### src/rtl/tzc_pkg.sv
// shared constants, types and register map for the triple-zone conversion controller
package tzc_pkg;

	// ----------------------------------------
	// register byte addresses (APB, one word each)
	// ----------------------------------------
	localparam logic [7:0] ADDR_CONFIG      = 8'h00;
	localparam logic [7:0] ADDR_RATE        = 8'h04;
	localparam logic [7:0] ADDR_ONE_SHOT    = 8'h08;
	localparam logic [7:0] ADDR_BETA        = 8'h0c;
	localparam logic [7:0] ADDR_STATUS      = 8'h10;
	localparam logic [7:0] ADDR_INT_HI      = 8'h14;
	localparam logic [7:0] ADDR_INT_LO      = 8'h18;
	localparam logic [7:0] ADDR_EXT1_HI     = 8'h1c;
	localparam logic [7:0] ADDR_EXT1_LO     = 8'h20;
	localparam logic [7:0] ADDR_EXT2_HI     = 8'h24;
	localparam logic [7:0] ADDR_EXT2_LO     = 8'h28;
	localparam logic [7:0] ADDR_EXT1_XHI    = 8'h2c;
	localparam logic [7:0] ADDR_EXT1_XLO    = 8'h30;
	localparam logic [7:0] ADDR_EXT2_XHI    = 8'h34;
	localparam logic [7:0] ADDR_EXT2_XLO    = 8'h38;

	// ----------------------------------------
	// config register fields
	// ----------------------------------------
	localparam int CFG_RUN_BIT      = 0;
	localparam int CFG_HOTTER_BIT   = 1;
	localparam int CFG_AVG_DIS_BIT  = 2;
	localparam int CFG_MAXRES_BIT   = 3;
	localparam int CFG_SRC_EN_BIT   = 4;
	localparam logic [4:0] CFG_RESET = 5'h10;

	// ----------------------------------------
	// status register fields
	// ----------------------------------------
	localparam int ST_BUSY_BIT      = 0;
	localparam int ST_FAULT1_BIT    = 1;
	localparam int ST_FAULT2_BIT    = 2;
	localparam int ST_HOTTER_BIT    = 3;
	localparam int ST_BETA_ON_BIT   = 4;

	localparam logic [2:0] RATE_RESET  = 3'h0;
	localparam logic [2:0] RATE_MAX    = 3'h4;
	localparam logic [7:0] BETA_OFF    = 8'h07;

	// ----------------------------------------
	// result codes (11-bit)
	// ----------------------------------------
	localparam logic [10:0] CODE_FAULT   = 11'h400;
	localparam logic [10:0] CODE_LOW     = 11'h600;
	localparam logic [10:0] CODE_HIGH    = 11'h3ff;
	localparam logic [10:0] CODE_XHIGH   = 11'h3ff;
	localparam logic [10:0] RESULT_RESET = 11'h400;

	// ----------------------------------------
	// timing
	// ----------------------------------------
	localparam int CLK_HZ         = 200_000_000;
	localparam int BASE_SET_HZ    = 16;
	localparam int BASE_PERIOD    = CLK_HZ / BASE_SET_HZ;
	localparam int CONV_TIME_US   = 2000;
	localparam int CONV_CYCLES    = CONV_TIME_US * (CLK_HZ / 1_000_000);

	typedef enum logic [1:0] {
		TZC_CH_INT  = 2'h0,
		TZC_CH_EXT1 = 2'h1,
		TZC_CH_EXT2 = 2'h2
	} tzc_chan_t;

	// analog front-end request and answer
	typedef struct packed {
		logic      start;
		tzc_chan_t chan;
		logic [2:0] avg_factor;
		logic      src_en;
		logic      beta_en;
	} tzc_afe_req_t;

	typedef struct packed {
		logic        done;
		logic        fault;
		logic [13:0] temp;
	} tzc_afe_rsp_t;

	typedef struct packed {
		logic [10:0] norm;
		logic [10:0] ext;
	} tzc_fmt_t;

endpackage

### src/rtl/tzc_format.sv
// converts a signed 0.125-degree reading into normal and extended 11-bit codes
`timescale 1ns/1ps
module tzc_format (
	input  wire logic [13:0]       temp,
	input  wire logic              fault,
	output tzc_pkg::tzc_fmt_t      fmt
);
	// temp: signed, 0.125-degree steps, range beyond both formats
	logic signed [13:0] t;
	logic signed [13:0] tx;

	always_comb begin
		t  = temp;
		tx = t - 14'sd512;
		fmt.norm = tzc_pkg::CODE_FAULT;
		fmt.ext  = tzc_pkg::CODE_FAULT;
		if (!fault) begin
			if (t <= -14'sd512)
				fmt.norm = tzc_pkg::CODE_LOW;
			else if (t >= 14'sd1023)
				fmt.norm = tzc_pkg::CODE_HIGH;
			else
				fmt.norm = t[10:0];
			// extended: 64-degree offset, clamp both ends
			if (t <= -14'sd512)
				fmt.ext = tzc_pkg::CODE_FAULT;
			else if (t >= 14'sd1535)
				fmt.ext = tzc_pkg::CODE_XHIGH;
			else
				fmt.ext = tx[10:0]; // plain two's complement once the offset is taken off
		end
	end
endmodule

### src/rtl/tzc_rate_timer.sv
// free counter that marks the start of each conversion set at the chosen rate
`timescale 1ns/1ps
module tzc_rate_timer #(
	parameter int BASE_PERIOD = tzc_pkg::BASE_PERIOD
) (
	input  wire logic       pclk,
	input  wire logic       presetn,
	input  wire logic       run,
	input  wire logic [2:0] rate,
	output logic            tick
);
	// a rate code n gives 2**n sets per second; 16/s is the base period
	logic [31:0] cnt;
	logic [31:0] limit;

	always_comb begin
		limit = 32'(BASE_PERIOD) << (3'h4 - rate);
	end

	always_ff @(posedge pclk or negedge presetn) begin
		if (!presetn) begin
			cnt  <= 32'h0;
			tick <= 1'b0;
		end else if (!run) begin
			cnt  <= 32'h0;
			tick <= 1'b0;
		end else if (cnt >= limit - 32'h1) begin
			cnt  <= 32'h0;
			tick <= 1'b1;
		end else begin
			cnt  <= cnt + 32'h1;
			tick <= 1'b0;
		end
	end
endmodule

### src/rtl/tzc_ctrl.sv
// conversion sequencer, result formatting and APB register file
//
// Implementation choices: the APB slave port and the placing of the registers.
`timescale 1ns/1ps

// Behaviour
// - one-shot write in standby runs one full set then returns to standby
// - normal run mode converts all channels repeatedly and refreshes results
// - hotter mode puts the larger external reading in zone two results
// - in hotter mode the hotter status bit shows which external zone read larger
// - equal readings clear hotter bit and each zone keeps its own result
// - set rate programmable from one to sixteen sets per second
// - averaging lengthens external measurements two or four times at same rate
// - factor: disabled 1x, enabled 2x or 4x by max resolution; rate limits
// - software may disable averaging for single-length external measurement
// - one-shot uses the averaging the selected rate would use
// - results split into high byte and top three bits of low byte
// - wider converter readings are clamped into an 11-bit result
// - external zones also give offset-by-64 extended results
// - normal and extended results kept apart, both updated every conversion
// - 0.125 steps, fault code 400h, normal range clamps at both ends
// - series resistance correction on by default, off when bit cleared
// - beta compensation off at reset, on for any value but 07h
// - standby at reset; no monitoring but registers still answer
// - diode fault sets zone fault bit and loads fault code
module tzc_ctrl #(
	parameter int BASE_PERIOD = tzc_pkg::BASE_PERIOD
) (
	input  wire logic                 pclk,
	input  wire logic                 presetn,
	input  wire logic                 psel,
	input  wire logic                 penable,
	input  wire logic                 pwrite,
	input  wire logic [7:0]           paddr,
	input  wire logic [31:0]          pwdata,
	output logic      [31:0]          prdata,
	output logic                      pready,
	output logic                      pslverr,
	output tzc_pkg::tzc_afe_req_t     afe_req,
	input  wire tzc_pkg::tzc_afe_rsp_t afe_rsp
);

	// ----------------------------------------
	// state
	// ----------------------------------------
	typedef enum logic [3:0] {
		TZC_ST_STANDBY = 4'b0001,
		TZC_ST_WAIT    = 4'b0010,
		TZC_ST_START   = 4'b0100,
		TZC_ST_CONVERT = 4'b1000
	} tzc_state_t;

	typedef struct packed {
		tzc_state_t         st;
		tzc_pkg::tzc_chan_t chan;
		logic               one_shot;
		logic [4:0]         cfg;
		logic [2:0]         rate;
		logic [7:0]         beta;
		logic               beta_en;
		logic               fault1;
		logic               fault2;
		logic               hotter;
		logic [10:0]        r_int;
		logic [10:0]        r_e1;
		logic [10:0]        r_e2;
		logic [10:0]        x_e1;
		logic [10:0]        x_e2;
		logic               e1_fault;
		logic [13:0]        e1_temp;
		logic [31:0]        prdata;
		logic               pready;
		logic               pslverr;
		tzc_pkg::tzc_afe_req_t afe_req;
	} tzc_regs_t;

	tzc_regs_t r;
	tzc_regs_t next_r;

	logic              tick;
	logic              run_mode;
	logic              hot_mode;
	tzc_pkg::tzc_fmt_t fmt_now;
	logic [2:0]        avg_factor;
	logic              acc;
	logic              wr;
	logic              rd_hit;
	logic [31:0]       rd_val;

	assign run_mode = r.cfg[tzc_pkg::CFG_RUN_BIT];
	assign hot_mode = r.cfg[tzc_pkg::CFG_HOTTER_BIT];
	assign acc      = psel && penable && !r.pready;
	assign wr       = acc && pwrite;

	// ----------------------------------------
	// helpers
	// ----------------------------------------
	tzc_rate_timer #(
		.BASE_PERIOD (BASE_PERIOD)
	) u_timer (
		.pclk    (pclk),
		.presetn (presetn),
		.run     (run_mode),
		.rate    (r.rate),
		.tick    (tick)
	);

	tzc_format u_fmt (
		.temp  (afe_rsp.temp),
		.fault (afe_rsp.fault),
		.fmt   (fmt_now)
	);

	// ----------------------------------------
	// averaging factor
	// ----------------------------------------
	// one-shot uses the same table, so no separate path
	always_comb begin
		avg_factor = 3'h1;
		if (!r.cfg[tzc_pkg::CFG_AVG_DIS_BIT]) begin
			if (r.rate == 3'h4)
				avg_factor = 3'h1;
			else if (r.rate == 3'h3)
				avg_factor = 3'h2;
			else if (r.cfg[tzc_pkg::CFG_MAXRES_BIT])
				avg_factor = 3'h4;
			else
				avg_factor = 3'h2;
		end
	end

	// ----------------------------------------
	// register read mux
	// ----------------------------------------
	always_comb begin
		rd_hit = 1'b1;
		rd_val = 32'h0;
		unique case (paddr)
			tzc_pkg::ADDR_CONFIG:   rd_val = {27'h0, r.cfg};
			tzc_pkg::ADDR_RATE:     rd_val = {29'h0, r.rate};
			tzc_pkg::ADDR_ONE_SHOT: rd_val = 32'h0;
			tzc_pkg::ADDR_BETA:     rd_val = {24'h0, r.beta};
			tzc_pkg::ADDR_STATUS:   rd_val = {27'h0, r.beta_en, r.hotter, r.fault2,
				r.fault1, (r.st != TZC_ST_STANDBY)};
			tzc_pkg::ADDR_INT_HI:   rd_val = {24'h0, r.r_int[10:3]};
			tzc_pkg::ADDR_INT_LO:   rd_val = {24'h0, r.r_int[2:0], 5'h0};
			tzc_pkg::ADDR_EXT1_HI:  rd_val = {24'h0, r.r_e1[10:3]};
			tzc_pkg::ADDR_EXT1_LO:  rd_val = {24'h0, r.r_e1[2:0], 5'h0};
			tzc_pkg::ADDR_EXT2_HI:  rd_val = {24'h0, r.r_e2[10:3]};
			tzc_pkg::ADDR_EXT2_LO:  rd_val = {24'h0, r.r_e2[2:0], 5'h0};
			tzc_pkg::ADDR_EXT1_XHI: rd_val = {24'h0, r.x_e1[10:3]};
			tzc_pkg::ADDR_EXT1_XLO: rd_val = {24'h0, r.x_e1[2:0], 5'h0};
			tzc_pkg::ADDR_EXT2_XHI: rd_val = {24'h0, r.x_e2[10:3]};
			tzc_pkg::ADDR_EXT2_XLO: rd_val = {24'h0, r.x_e2[2:0], 5'h0};
			default:                rd_hit = 1'b0;
		endcase
	end

	// ----------------------------------------
	// next state
	// ----------------------------------------
	always_comb begin
		next_r = r;
		next_r.pready  = acc;
		next_r.pslverr = acc && !rd_hit;
		next_r.prdata  = (acc && !pwrite && rd_hit) ? rd_val : 32'h0;
		next_r.afe_req.start = 1'b0;
		next_r.afe_req.src_en = r.cfg[tzc_pkg::CFG_SRC_EN_BIT];
		next_r.afe_req.beta_en = r.beta_en;

		// register writes
		if (wr && rd_hit) begin
			unique case (paddr)
				tzc_pkg::ADDR_CONFIG: next_r.cfg = pwdata[4:0];
				tzc_pkg::ADDR_RATE: begin
					if (pwdata[2:0] <= tzc_pkg::RATE_MAX)
						next_r.rate = pwdata[2:0];
				end
				tzc_pkg::ADDR_ONE_SHOT: begin
					if (r.st == TZC_ST_STANDBY && !run_mode)
						next_r.one_shot = 1'b1;
				end
				tzc_pkg::ADDR_BETA: begin
					next_r.beta    = pwdata[7:0];
					next_r.beta_en = (pwdata[7:0] != tzc_pkg::BETA_OFF);
				end
				default: ;
			endcase
		end

		// sequencer
		unique case (r.st)
			TZC_ST_STANDBY: begin
				// monitoring stopped, registers still served
				if (run_mode || r.one_shot) begin
					next_r.st   = TZC_ST_START;
					next_r.chan = tzc_pkg::TZC_CH_INT;
				end
			end
			TZC_ST_WAIT: begin
				// low-power wait between sets
				if (!run_mode)
					next_r.st = TZC_ST_STANDBY;
				else if (tick) begin
					next_r.st   = TZC_ST_START;
					next_r.chan = tzc_pkg::TZC_CH_INT;
				end
			end
			TZC_ST_START: begin
				next_r.afe_req.start = 1'b1;
				next_r.afe_req.chan  = r.chan;
				next_r.afe_req.avg_factor =
					(r.chan == tzc_pkg::TZC_CH_INT) ? 3'h1 : avg_factor;
				next_r.st = TZC_ST_CONVERT;
			end
			TZC_ST_CONVERT: begin
				if (afe_rsp.done) begin
					// whole-word update at channel end keeps reads coherent
					unique case (r.chan)
						tzc_pkg::TZC_CH_INT: begin
							next_r.r_int = fmt_now.norm;
							next_r.chan  = tzc_pkg::TZC_CH_EXT1;
							next_r.st    = TZC_ST_START;
						end
						tzc_pkg::TZC_CH_EXT1: begin
							next_r.fault1   = afe_rsp.fault;
							next_r.r_e1     = fmt_now.norm;
							next_r.x_e1     = fmt_now.ext;
							next_r.e1_fault = afe_rsp.fault;
							next_r.e1_temp  = afe_rsp.temp;
							next_r.chan     = tzc_pkg::TZC_CH_EXT2;
							next_r.st       = TZC_ST_START;
						end
						default: begin
							next_r.fault2 = afe_rsp.fault;
							next_r.r_e2   = fmt_now.norm;
							next_r.x_e2   = fmt_now.ext;
							next_r.hotter = 1'b0;
							if (hot_mode && !afe_rsp.fault && !r.e1_fault &&
								$signed(r.e1_temp) > $signed(afe_rsp.temp)) begin
								next_r.r_e2   = r.r_e1;
								next_r.x_e2   = r.x_e1;
								next_r.hotter = 1'b1;
							end // equal or zone two larger keeps own
							next_r.one_shot = 1'b0;
							// set complete
							next_r.st = (run_mode) ? TZC_ST_WAIT : TZC_ST_STANDBY;
						end
					endcase
				end
			end
		endcase
	end

	// ----------------------------------------
	// registers
	// ----------------------------------------
	always_ff @(posedge pclk or negedge presetn) begin
		if (!presetn) begin
			r          <= '0;
			r.st       <= TZC_ST_STANDBY;
			r.chan     <= tzc_pkg::TZC_CH_INT;
			r.cfg      <= tzc_pkg::CFG_RESET;
			r.rate     <= tzc_pkg::RATE_RESET;
			r.beta     <= tzc_pkg::BETA_OFF;
			r.r_int    <= tzc_pkg::RESULT_RESET;
			r.r_e1     <= tzc_pkg::RESULT_RESET;
			r.r_e2     <= tzc_pkg::RESULT_RESET;
			r.x_e1     <= tzc_pkg::RESULT_RESET;
			r.x_e2     <= tzc_pkg::RESULT_RESET;
			r.afe_req.avg_factor <= 3'h1;
			r.afe_req.src_en     <= 1'b1;
		end else begin
			r <= next_r;
		end
	end

	assign prdata  = r.prdata;
	assign pready  = r.pready;
	assign pslverr = r.pslverr;
	assign afe_req = r.afe_req;

endmodule

### config.mk
export PLATFORM = sky130hd
export DESIGN_NAME = tzc_ctrl
export DESIGN_NICKNAME = d
export VERILOG_FILES = /design/src/rtl/tzc_pkg.sv /design/src/rtl/tzc_format.sv /design/src/rtl/tzc_rate_timer.sv /design/src/rtl/tzc_ctrl.sv
export SDC_FILE = /design/constraint.sdc
export NUM_CORES = 1
export LEC_CHECK = 0
export BUFFER_PORTS_ARGS = -buffer_cell sky130_fd_sc_hd__buf_2
export CORE_MARGIN = 4
export CORE_UTILIZATION = 40
export DETAILED_ROUTE_END_ITERATION = 10
export GPL_TIMING_DRIVEN = 0
export HOLD_SLACK_MARGIN = 0.03
export PLACE_DENSITY_LB_ADDON = 0.3
export SYNTH_ARGS = -nofsm -noshare
export SYNTH_HDL_FRONTEND = slang
export SYNTH_SLANG_ARGS = --single-unit
### constraint.sdc
create_clock -name pclk -period 4.6 [get_ports pclk]
set_input_delay 0.69 -clock pclk [delete_from_list [all_inputs] [get_ports pclk]]
set_output_delay 0.69 -clock pclk [all_outputs]
set_load 0.1 [all_outputs]
* Word level (Yosys, flattened, before mapping)
Cells that the tools add are included.
Word-level totals: output and inout port bits 42, bits in registers 171
Cells by class: shift operators 1, magnitude comparators 6, $add $sub $neg 4, multiplexer cells 40, equal/unequal tests 29, reductions and logical operators 31, bitwise gates (word level) 1
Operator list (count):
- $pmux 8 s14 | 1
- $mux 32 | 3
- $mux 11 | 6
- $eq 8x6->1 const B | 7
- $add 32x1->32 const B | 1
- $eq 8x5->1 const B | 4
- $ge 32x32->1 | 1
- $shl 24x3->32 const A | 1
- $sub 32x1->32 const B | 1
- $mux 3 | 8
- $mux 22 | 1
- $mux 18 | 1
- $mux 6 | 3
- $eq 8x4->1 const B | 2
- $pmux 4 s4 | 1
- $reduce_and 3->1 | 5
- $reduce_or 15->1 | 1
- $ge 14x11->1 const B | 1
- $ge 14x12->1 const B | 1
- $gt 14x14->1 | 1
- $le 14x10->1 const B | 1
- $logic_and 1x1->1 | 11
- $sub 11x11->11 const B | 1
- $mux 9 | 1
- other kinds (31) | 48

* Depth between registers and ports, before layout
Gate-level depths: netlist (run 1).
word-level depth 8, gate-level depth with buffers 21, gate-level depth less buffers 17

* Modules after synthesis
A second synthesis (run 1) with hierarchy kept.
Unflattened totals: cells, all modules 899, area total of the unflattened synthesis 8967.4 um2
Modules (own cells, without submodules):
- tzc_ctrl | cells an instance 527, seq. area each 2867.8 um2, instances 1, area each 5784.3 um2
- tzc_rate_timer | cells an instance 331, seq. area each 825.8 um2, instances 1, area each 2890.3 um2
- tzc_format | cells an instance 41, seq. area each 0.0 um2, instances 1, area each 292.8 um2

* Worst setup path before layout (run 1)
OpenSTA, ideal clock, no wires.
kind reg2reg, from register r[124] (netlist name), to register u_timer.cnt[10], clock period less this slack 4.528 ns, library setup time 0.072 ns, path buffers 4, arrival 4.455 ns, setup slack 0.072 ns, stages on the path, launching flop included 22, cells stage by stage dfrtp_1 clkbuf_1 inv_1 ha_1 inv_1 ha_1 clkbuf_1 clkbuf_1 nand2_1 ha_1 nor3b_1 o211ai_1 mux2i_1 nor3b_1 ha_1 a21oi_1 o21ai_0 a221oi_1 a2bb2oi_1 nand2_1 clkbuf_1 nor2_1
Between the ends: longest elaborated chain between the ends 6
Ends and longest elaborated chain:
- $sub 3x3->3 | RTL line tzc_rate_timer.sv:17 | limit = 32'(BASE_PERIOD) << (3'h4 - rate);
- $shl 24x3->32 | RTL line tzc_rate_timer.sv:17
- $sub 32x1->32 | RTL line tzc_rate_timer.sv:27 | end else if (cnt >= limit - 32'h1) begin
- $ge 32x32->1 | RTL line tzc_rate_timer.sv:27
- $mux 32 | RTL line tzc_rate_timer.sv:27
- $mux 32 | RTL line tzc_rate_timer.sv:24 | end else if (!run) begin
- end signal, assigned | RTL line tzc_rate_timer.sv:31 | cnt <= cnt + 32'h1;
- end, declared | RTL line tzc_rate_timer.sv:13 | logic [31:0] cnt;
No other way between the ends. A chain may end at the register's enable or synchronous reset.

* Final worst setup path (run 1)
from register r[124] (netlist name), to register u_timer.tick
Between the ends: longest elaborated chain between the ends 6
Ends and longest elaborated chain:
- $sub 3x3->3 | RTL line tzc_rate_timer.sv:17
- $shl 24x3->32 | RTL line tzc_rate_timer.sv:17
- $sub 32x1->32 | RTL line tzc_rate_timer.sv:27
- $ge 32x32->1 | RTL line tzc_rate_timer.sv:27
- $mux 1 | RTL line tzc_rate_timer.sv:27
- $mux 1 | RTL line tzc_rate_timer.sv:24
- end signal, assigned | RTL line tzc_rate_timer.sv:23 | tick <= 1'b0;
- end signal, assigned | RTL line tzc_rate_timer.sv:26 | tick <= 1'b0;
- end signal, assigned | RTL line tzc_rate_timer.sv:29 | tick <= 1'b1;
- end, declared | RTL line tzc_rate_timer.sv:10 | output logic tick
No other way between the ends.

==> results of run 1 <==
[power groups by stage]
stage	Combinational (W)	Clock (W)	Sequential [W]
after floorplan	0.000825	0	0.00179
after global placement	0.00102	0	0.00186
after detailed placement	0.00105	0	0.00187
after CTS	0.00105	0.00143	0.00185
after global routing	0.00117	0.00149	0.00189
final	0.00105	0.00141	0.00186
[stage by stage]
| step | power (W) | hold WS [ns] | TNS [ns] |
|---|---|---|---|
| 2_1_floorplan | 0.002612 | 0.3594 | 0 |
| 5_1_grt | 0.004553 | 0.2520 | -0.01384 |
| 4_1_cts | 0.004329 | 0.2293 | 0 |
| 3_3_place_gp | 0.002876 | 0.3699 | -35.89 |
| 6_report | 0.004312 | 0.2129 | 0 |
| 3_5_place_dp | 0.002912 | 0.3754 | -37.46 |
[layer usage]
metal / share of wire [%] / routed length (um)
met1: 48 / 11330
met4: 1.4 / 337
met5: 0 / 0
met2: 43 / 10300
met3: 7.4 / 1746
[final timing paths]
kind / from / end / depth (start not counted) / slack, ns
max in group asynchronous: presetn / r[100]$_DFFE_PN1P_ / 2 / 3.53
worst min register to register: next_r[1]$_DFFE_PN1P_ / afe_req[1]$_DFF_PN1_ / 0 / 0.38
worst max register to register: r[124]$_DFFE_PN0P_ / u_timer.tick$_DFF_PN0_ / 19 / 0.31
min in group pclk: next_r[1]$_DFFE_PN1P_ / afe_req[1]$_DFF_PN1_ / 0 / 0.38
worst min-delay path: presetn / u_timer.cnt[5]$_DFF_PN0_ / 1 / 0.21
worst max-delay path: r[124]$_DFFE_PN0P_ / u_timer.tick$_DFF_PN0_ / 19 / 0.31
[synth_stat cells (all sizes together), types with 7 or more instances]
cell type,n
a21o,8
a21oi,26
a221o,14
a22o,9
a22oi,12
a31oi,12
and3,10
and4,7
buf,50
clkbuf,31
dfrtp,135
dfstp,12
ha,55
inv,37
mux2,30
mux2i,15
nand2,98
nand3,18
nand4,14
nor2,83
nor2b,10
nor3,13
nor3b,15
nor4,7
o21a,8
o21ai,84
xnor2,17
xor2,24
[logic make-up after synthesis]
kind of cell             count (synthesis)
buffers and inverters                  118
adder cells (fa/ha/maj)                 55
XOR/XNOR                                41
multiplexers                            45
flip-flops                             147
AO/OA/AOI/OAI                          213
other                                    2
AND/OR/NAND/NOR                        307
[registers in the layout (all words and copies together), names as in the netlist]
name and cells:
u_timer.cnt 32, u_timer.tick 1, r 93, next_r 2
pslverr 1, hot_mode 1, afe_req 8, pready 1
prdata 8
[cell type report]
type	instances	area [um^2]	share of cell area (%)
Multi-Input combinational cell	686	4727	45.78
Tap cell	280	350.3	3.393
Timing Repair Buffer	57	324.1	3.138
Clock inverter	7	97.59	0.9451
Inverter	37	138.9	1.345
Buffer	80	496.7	4.810
Sequential cell	147	3696	35.79
Clock buffer	25	495.5	4.798
[repair_timing]
action / in CTS / in global routing
resized for setup: 21 / 11
buffers inserted: 2 / 2
pin swaps: 3 / 5
setup endpoints to repair: 33 / 33
[critical path: stages, from the launching register on]
cell and delay (ns):
dfrtp_2 0.44, buf_4 0.19, inv_2 0.13, ha_4 0.20, inv_2 0.09, ha_4 0.25
or2_4 0.29, o32a_1 0.33, nor3b_4 0.24, o211ai_1 0.14, buf_4 0.16, xor2_1 0.14
ha_1 0.29, nand2_1 0.08, a2111o_1 0.39, nor3_1 0.23, a2bb2oi_2 0.12, buf_4 0.16
buf_4 0.12, a21boi_0 0.21
==> impl_metrics.tcl, run 1 <==
set metrics [dict create \
    grt_max_degree 99 \
    overflow 0 \
    setup_violations 0 \
    synth_area_leaders "dfrtp_1, ha_1, o21ai_0" \
    ant_nets 0 \
    io_buffers 52 \
    final_cell_mix "dfrtp_1, nand2_1, nor2_1" \
    fin_util_pct 47.32 \
    fin_cells 1319 \
    yosysTopAreaCellShare_pct 38.00 \
    n_antenna_cell 0 \
    antenna_found_initial 0 \
    relSlewSlack_pct 43.95 \
    fin_crit_ns 4.292 \
    synth_flop_cell "dfrtp_1" \
    track_usage_pct 19.64 \
    n_fill_cell 2087 \
    synth_top_family_by_area "simple AND/OR/NAND/NOR gates" \
    cts_root_buf "clkbuf_16" \
    row_count 54 \
    yosysTopAreaCell "dfrtp_1" \
    p_int_w 0.002846 \
    initial_core_util_pct 40.74 \
    end_kind "flip-flop" \
    arrival_ns 4.62 \
    finalMaxSlewViolations 0 \
    fin_area_um2 10330 \
    die_width_um 157.1 \
    fmax_ghz 0.2330 \
    leakagePower_nw 4.657 \
    hp-class "primary input to asynchronous set/reset pin" \
    postLayoutSetupSlackWorst_ns 0.3083 \
    max_slew.worst_pin.slew_ns 0.8386 \
    yosysSeqAreaShare_pct 41.55 \
    sw_frac_of_total_pct 34.01 \
    ys_warn_count 0 \
    grt_pass1_wl_mm 38.34 \
    final_hold_viol_count 0 \
    finalCritPeriodShare_pct 93.30 \
    use_met3_pct 4.784 \
    cts.reportedPaths.clkPinSlew_ns 0.06 \
    io_pins 103 \
    synth-simple-area-share_pct 18.17 \
    final_common_cell "dfrtp_1" \
    cp_max_fo 9 \
    synthMuxAreaShare_pct 5.489 \
    synth-compound-area-share_pct 15.99 \
    p_comb_share_pct 24.2 \
    die_y_um 157.1 \
    peakVddDrop_mv 0.2831 \
    first_pass_iters 8 \
    syn_area_um2 8890 \
    drive_above_1_share_pct 20.31 \
    globalplace.congestion 0.8683 \
    ys_ff_latch 147 \
    p_sw_w 0.001466 \
    insertion_delay_ns 0.43 \
    drtIter0Drc 631 \
    p_seq_share_pct 43.0 \
    drcViolationCount 0 \
    synthXorXnorAreaFrac_pct 4.039 \
    grt.busiest_layer "met1" \
    syn2layout_area_growth_pct 16.16 \
    dp_hpwl_mm 17.28 \
    core_area_um2 21820 \
    clk_path_buf_depth 2 \
    ys_types 85 \
    nets 1142 \
    gr-usage-met1_pct 29.06 \
    async_flop_share_pct 100.0 \
    cts_hold_buf 0 \
    worst_setup_path_start_kind "flip-flop" \
    synth.avg_cell_area_um2 9.580 \
    dp.cells 1284 \
    post-place-ws_ns -1.202 \
    vias 7238 \
    clkSinkCount 147 \
    via_per_inst 5.487 \
    required_ns 4.93 \
    setup.worst_path.class "flip-flop to flip-flop" \
    skew_ns 0.01160 \
    synth_cells 928 \
    numCtsBuffers 17 \
    grt_pass1_vias 7074 \
    synth_edf_count 0 \
    drt-wirelength-per-cell_um 17.98 \
    maxCapViolCount 0 \
    synth_adder_area_share_pct 7.741 \
    cts_tree "done" \
    power.density_nw_per_um2 417.6 \
    die_area_um2 24670 \
    grtUsageMet2_pct 28.80 \
    cts-htree-levels 4 \
    status "finished clean" \
    pwr-share-clk_pct 32.7 \
    wirelength_mm 23.71 \
    place_area_um2 9620 \
]
Note: power is estimated with default switching activity, not from simulation.
==> inputs of run 2 (changes only) <==
==> constraint.sdc (replaced) <==
create_clock -name pclk -period 4.6 [get_ports pclk]
set_input_delay 0.23 -clock pclk [delete_from_list [all_inputs] [get_ports pclk]]
set_output_delay 0.23 -clock pclk [all_outputs]
set_load 0.1 [all_outputs]
==> impl_metrics.tcl, run 2 (same netlist as run 1, synthesis figures left out) <==
set metrics [dict create \
    status "finished clean" \
    min-delay-start "pwdata[5]" \
    finalCritPeriodShare_pct 93.22 \
    fmax_ghz 0.2332 \
    power.density_nw_per_um2 416.9 \
    whs_endpoint "r[121]$_DFFE_PN0P_" \
    cpLargestDelayFamily "compound AO/OA/AOI/OAI gates" \
    maxCapViolCount 0 \
    cp_common_cell "buf_4" \
    ff2ff_path_depth 19 \
    postLayoutSetupSlackWorst_ns 0.3120 \
    first_pass_iters 5 \
    worst_setup_path_start_kind "flip-flop" \
    n_antenna_cell 0 \
    final_hold_viol_count 0 \
    io_buffers 52 \
    vias 7249 \
    max_slew.worst_pin.slew_ns 0.8252 \
    nets 1143 \
    reg2reg_slack_ns 0.31 \
    arrival_ns 4.62 \
    dp_hpwl_mm 17.28 \
    hold_depth 2 \
    cts.reportedPaths.clkPinSlew_ns 0.06 \
    globalplace.congestion 0.8683 \
    post-place-ws_ns -1.202 \
    numCtsBuffers 17 \
    track_usage_pct 19.65 \
    worst_path_max_delay_cell "dfrtp_2" \
    largest_reg_flops 93 \
    drt-wirelength-per-cell_um 17.92 \
    core_area_um2 21820 \
    insertion_delay_ns 0.43 \
    clk_path_buf_depth 2 \
    cts-htree-levels 4 \
    biggestRegsByFlops "r x93, u_timer.cnt x32" \
    antenna_found_initial 0 \
    end_kind "flip-flop" \
    io_pins 103 \
    cp_max_fo 9 \
    initial_core_util_pct 40.74 \
    cp_num_cells 19 \
    drtIter0Drc 577 \
    reg2reg_to "u_timer.tick$_DFF_PN0_" \
    die_y_um 157.1 \
    grt_pass1_wl_mm 38.37 \
    overflow 0 \
    row_count 54 \
    cp_cell_sequence "buf_4 > inv_2 > ha_4 > inv_2 > ha_4 > or2_4 > o32a_1 > nor3b_4 > o211ai_1 > buf_4 > xor2_1 > ha_1 > nand2_1 > a2111o_1 > nor3_1 > a2bb2oi_2 > buf_4 > buf_4 > a21boi_0" \
    required_ns 4.93 \
    via_per_inst 5.492 \
    finalPower_w 0.004309 \
    drive_above_1_share_pct 20.29 \
    grt_max_degree 99 \
    leakagePower_nw 4.661 \
    die_width_um 157.1 \
    cts_tree "done" \
    wirelength_mm 23.66 \
    grt_pass1_vias 7084 \
    die_area_um2 24670 \
    hp-class "primary input to flip-flop" \
    r2r-start "r[124]$_DFFE_PN0P_" \
    drcViolationCount 0 \
    relSlewSlack_pct 44.84 \
    clkSinkCount 147 \
    setup.worst_path.class "flip-flop to flip-flop" \
    syn2layout_area_growth_pct 16.27 \
    fin_crit_ns 4.288 \
    final_cell_mix "dfrtp_1, nand2_1, nor2_1" \
    finalMaxSlewViolations 0 \
    cts_root_buf "clkbuf_16" \
    regMostFlops "r" \
    slowest_delay_ns 0.44 \
    hold_slack_ns 0.03942 \
    skew_ns 0.009855 \
    critPathBufInv 6 \
    peakVddDrop_mv 0.2836 \
    setup_violations 0 \
    final_common_cell "dfrtp_1" \
    ant_nets 0 \
]
run 2: changes by cell type in the layout (fill, tap and decap cells not counted), sizes merged:
cell,change
dlygate4sd3,+1
run 2: how the worst max path moves through the flow:
| stage | endpoint | slack (ns) | start |
|---|---|---|---|
| 2_1_floorplan | u_timer.cnt[10]$_DFF_PN0_ | 0.07 | r[124]$_DFFE_PN0P_ |
| 3_3_place_gp | u_timer.cnt[0]$_DFF_PN0_ | -1.14 | r[124]$_DFFE_PN0P_ |
| 3_5_place_dp | u_timer.cnt[17]$_DFF_PN0_ | -1.20 | r[124]$_DFFE_PN0P_ |
| 4_1_cts | u_timer.cnt[17]$_DFF_PN0_ | 0.01 | r[124]$_DFFE_PN0P_ |
| 5_1_grt | u_timer.cnt[26]$_DFF_PN0_ | -0.01 | r[124]$_DFFE_PN0P_ |
| 6_report | u_timer.tick$_DFF_PN0_ | 0.31 | r[124]$_DFFE_PN0P_ |
run 2: per-layer routing:
layer,GRT usage [%],up-vias,share of wire [%]
met4,5.326,0,1.5
li1,-,3450,-
met3,4.784,30,7.2
met5,0,-,0
met2,28.84,241,44
met1,29.06,3528,48
run 2: area by class of cell:
| cell class | count | area (um^2) |
|---|---|---|
| fillers | 2088 | 11490 |
| multi-input cells | 686 | 4727 |
| flip-flops and latches | 147 | 3696 |
| plain buffers | 80 | 496.7 |
| clock buffers | 25 | 495.5 |
| well taps | 280 | 350.3 |
| repair buffers | 58 | 334.1 |
| inverters | 37 | 138.9 |
| clock inverters | 7 | 97.59 |
run 2: timing repair:
item / CTS / global route
hold buffers: 1 / 0
buffers inserted: 2 / 2
hold endpoints to repair: 48 / 0
pin swaps: 3 / 5
resized for setup: 21 / 11
endpoints found under the setup margin: 33 / 33
run 2: worst reg2reg max path: stages, from the launching register on:
cell,delay (ns)
dfrtp_2,0.44
buf_4,0.19
inv_2,0.13
ha_4,0.20
inv_2,0.09
ha_4,0.25
or2_4,0.28
o32a_1,0.33
nor3b_4,0.24
o211ai_1,0.14
buf_4,0.16
xor2_1,0.14
ha_1,0.29
nand2_1,0.08
a2111o_1,0.39
nor3_1,0.23
a2bb2oi_2,0.12
buf_4,0.16
buf_4,0.12
a21boi_0,0.21
run 2: where the power goes:
group	total [W]	internal, W	switching [W]	leakage, nW
Combinational	0.00105	0.000367	0.000679	2.42
Clock	0.00141	0.000858	0.000550	0.284
Sequential	0.00185	0.00162	0.000233	1.95
Total	0.00431	0.00285	0.00146	4.66
run 2: per-stage QoR:
| step | setup TNS, ns | utilization (%) | std cells | instance area, um^2 |
|---|---|---|---|---|
| CTS | 0 | 47.24 | 1319 | 10310 |
| finish | 0 | 47.36 | 1320 | 10340 |
| global route | -0.01384 | 47.36 | 1320 | 10340 |
| global placement | -35.89 | 43.93 | 1283 | 9587 |
| detailed placement | -37.46 | 44.08 | 1284 | 9620 |
| floorplan | 0 | - | 951 | 8976 |
==> inputs of run 3 (changes only) <==
- REMOVE_ABC_BUFFERS: not set -> 1
- clock period: 4.6 -> 3.5 ns (I/O delays scaled with it)
==> impl_metrics.tcl, run 3 (same netlist as run 1, synthesis figures left out) <==
set metrics [dict create \
    overflow 0 \
    worst_setup_path_start_kind "flip-flop" \
    ant_nets 0 \
    antenna_found_initial 0 \
    vias 7016 \
    cts.reportedPaths.clkPinSlew_ns 0.06 \
    setup_violations 33 \
    drtIter0Drc 509 \
    drive_above_1_share_pct 21.59 \
    finalSetupTns_ns -12.36 \
    cts_root_buf "clkbuf_16" \
    biggestRegsByFlops "r x93, u_timer.cnt x32" \
    max_slew.worst_pin.slew_ns 1.412 \
    setup.worst_path.class "flip-flop to flip-flop" \
    cts_tree "done" \
    register_area_um2 3696 \
    die_width_um 157.1 \
    hp-class "primary input to flip-flop" \
    reg2reg_slack_ns -0.41 \
    dp_hpwl_mm 15.45 \
    regMostFlops "r" \
    skew_ns 0.01284 \
    n_fill_cell 2059 \
    status "finished with violations" \
    postLayoutSetupSlackWorst_ns -0.4082 \
    p_sw_w 0.001947 \
    n_antenna_cell 0 \
    clk_path_buf_depth 2 \
    grt_pass1_vias 6963 \
    multi_input_area_um2 4979 \
    p_int_w 0.003651 \
    largest_reg_flops 93 \
    syn2layout_area_growth_pct 15.67 \
    nets 1085 \
    wirelength_mm 23.00 \
    cp_max_fo 8 \
    fin_crit_ns 3.908 \
    drt-wirelength-per-cell_um 18.23 \
    sw_frac_of_total_pct 34.78 \
    first_pass_iters 5 \
    required_ns 3.85 \
    power.density_nw_per_um2 544.5 \
    core_area_um2 21820 \
    row_count 54 \
    finalMaxSlewViolations 0 \
    final_common_cell "dfrtp_1" \
    track_usage_pct 19.17 \
    numCtsBuffers 17 \
    die_y_um 157.1 \
    pwr-share-clk_pct 34.1 \
    maxCapViolCount 0 \
    grt_max_degree 91 \
    io_pins 103 \
    peakVddDrop_mv 0.3605 \
    die_area_um2 24670 \
    drcViolationCount 0 \
    finalCritPeriodShare_pct 111.7 \
    grt_pass1_wl_mm 37.38 \
    violations "setup timing" \
    arrival_ns 4.26 \
    initial_core_util_pct 40.74 \
    p_seq_share_pct 42.8 \
    final_cell_mix "dfrtp_1, nand2_1, o21ai_0" \
    p_comb_share_pct 23.1 \
    insertion_delay_ns 0.43 \
    grt_setup_unrepaired "yes" \
    final_hold_viol_count 0 \
    end_kind "flip-flop" \
    clkSinkCount 147 \
    fmax_ghz 0.2559 \
    io_buffers 54 \
    relSlewSlack_pct 5.459 \
    leakagePower_nw 4.467 \
    globalplace.congestion 0.8312 \
    via_per_inst 5.559 \
    cts-htree-levels 4 \
    fin_util_pct 47.12 \
]
[run 3: cell types whose count changed in the layout (fill, tap and decap cells not counted), moves of 5 or more]
cell | before | now
buf_2 | 58 | 53
nor2_2 | 0 | 8
dlygate4sd3_1 | 1 | 6
clkbuf_1 | 29 | 0
nor2_1 | 82 | 58
nor2_4 | 1 | 17
buf_4 | 47 | 13
[run 3: timing repair]
| item | in CTS | in global routing |
|---|---|---|
| pin swaps | 15 | 10 |
| setup buffers | 12 | 3 |
| hold buffers | 6 | 0 |
| setup endpoints to repair | 33 | 33 |
| gates cloned | 2 | 1 |
| gates resized for setup | 48 | 29 |
| hold endpoints to repair | 58 | 0 |
[run 3: area by class of cell]
| cell class | instances | share of cell area [%] |
|---|---|---|
| multi-input cells | 689 | 48.42 |
| flip-flops and latches | 147 | 35.95 |
| repair buffers | 77 | 4.904 |
| clock buffers | 18 | 4.271 |
| well taps | 280 | 3.407 |
| clock inverters | 14 | 1.618 |
| inverters | 37 | 1.436 |
[run 3: per-layer routing]
metal / GRT usage [%] / vias up / wire length, um
met4: 6.678 / 0 / 450
met2: 29.97 / 172 / 10560
met1: 26.82 / 3462 / 10940
met3: 3.629 / 37 / 1049
met5: 0 / - / 0
li1: - / 3345 / -
[run 3: final timing paths]
check | depth (start not counted) | end | from
setup reg to reg | 18 | u_timer.cnt[31]$_DFF_PN0_ | r[124]$_DFFE_PN0P_
max in group asynchronous | 3 | r[42]$_DFFE_PN0P_ | presetn
setup / recovery | 18 | u_timer.cnt[31]$_DFF_PN0_ | r[124]$_DFFE_PN0P_
hold / removal | 2 | r[120]$_DFFE_PN0P_ | pwdata[4]
min in group asynchronous | 2 | u_timer.cnt[15]$_DFF_PN0_ | presetn
hold reg to reg | 0 | afe_req[1]$_DFF_PN1_ | next_r[1]$_DFFE_PN1P_
[run 3: power groups by stage]
| stage | registers, W | logic (W) | clock network (W) |
|---|---|---|---|
| 2_1_floorplan | 0.00256 | 0.000788 | 0 |
| 3_3_place_gp | 0.00241 | 0.00126 | 0 |
| 3_5_place_dp | 0.00242 | 0.00129 | 0 |
| 4_1_cts | 0.00239 | 0.00130 | 0.00194 |
| 5_1_grt | 0.00244 | 0.00144 | 0.00202 |
| 6_report | 0.00240 | 0.00129 | 0.00191 |
[run 3: worst max-delay path, cell delays in order, from the launching register on]
cell        delay [ns]
dfrtp_2           0.44
inv_4             0.07
ha_4              0.14
clkinvlp_4        0.10
ha_4              0.26
or2_4             0.25
o32a_1            0.32
nor3b_4           0.26
o211ai_1          0.17
mux2i_1           0.16
nor3b_2           0.20
ha_1              0.28
a21oi_2           0.13
o21ai_1           0.09
a221oi_2          0.28
a2bb2oi_2         0.18
buf_6             0.21
nand2_8           0.14
nor2_2            0.15
[run 3: metrics by stage]
| stage | instance area [um^2] | setup slack, ns | hold WS (ns) | cells | power [W] |
|---|---|---|---|---|---|
| after floorplan | 8498 | -1.206 | -0.1206 | 870 | 0.003348 |
| after global placement | 9119 | -2.786 | 0.3795 | 1204 | 0.003664 |
| after detailed placement | 9178 | -2.820 | 0.1868 | 1206 | 0.003714 |
| after CTS | 10130 | -0.4129 | 0.03279 | 1258 | 0.005636 |
| after global routing | 10280 | -0.5662 | 0.04689 | 1262 | 0.005903 |
| final | 10280 | -0.4082 | 0.05056 | 1262 | 0.005599 |
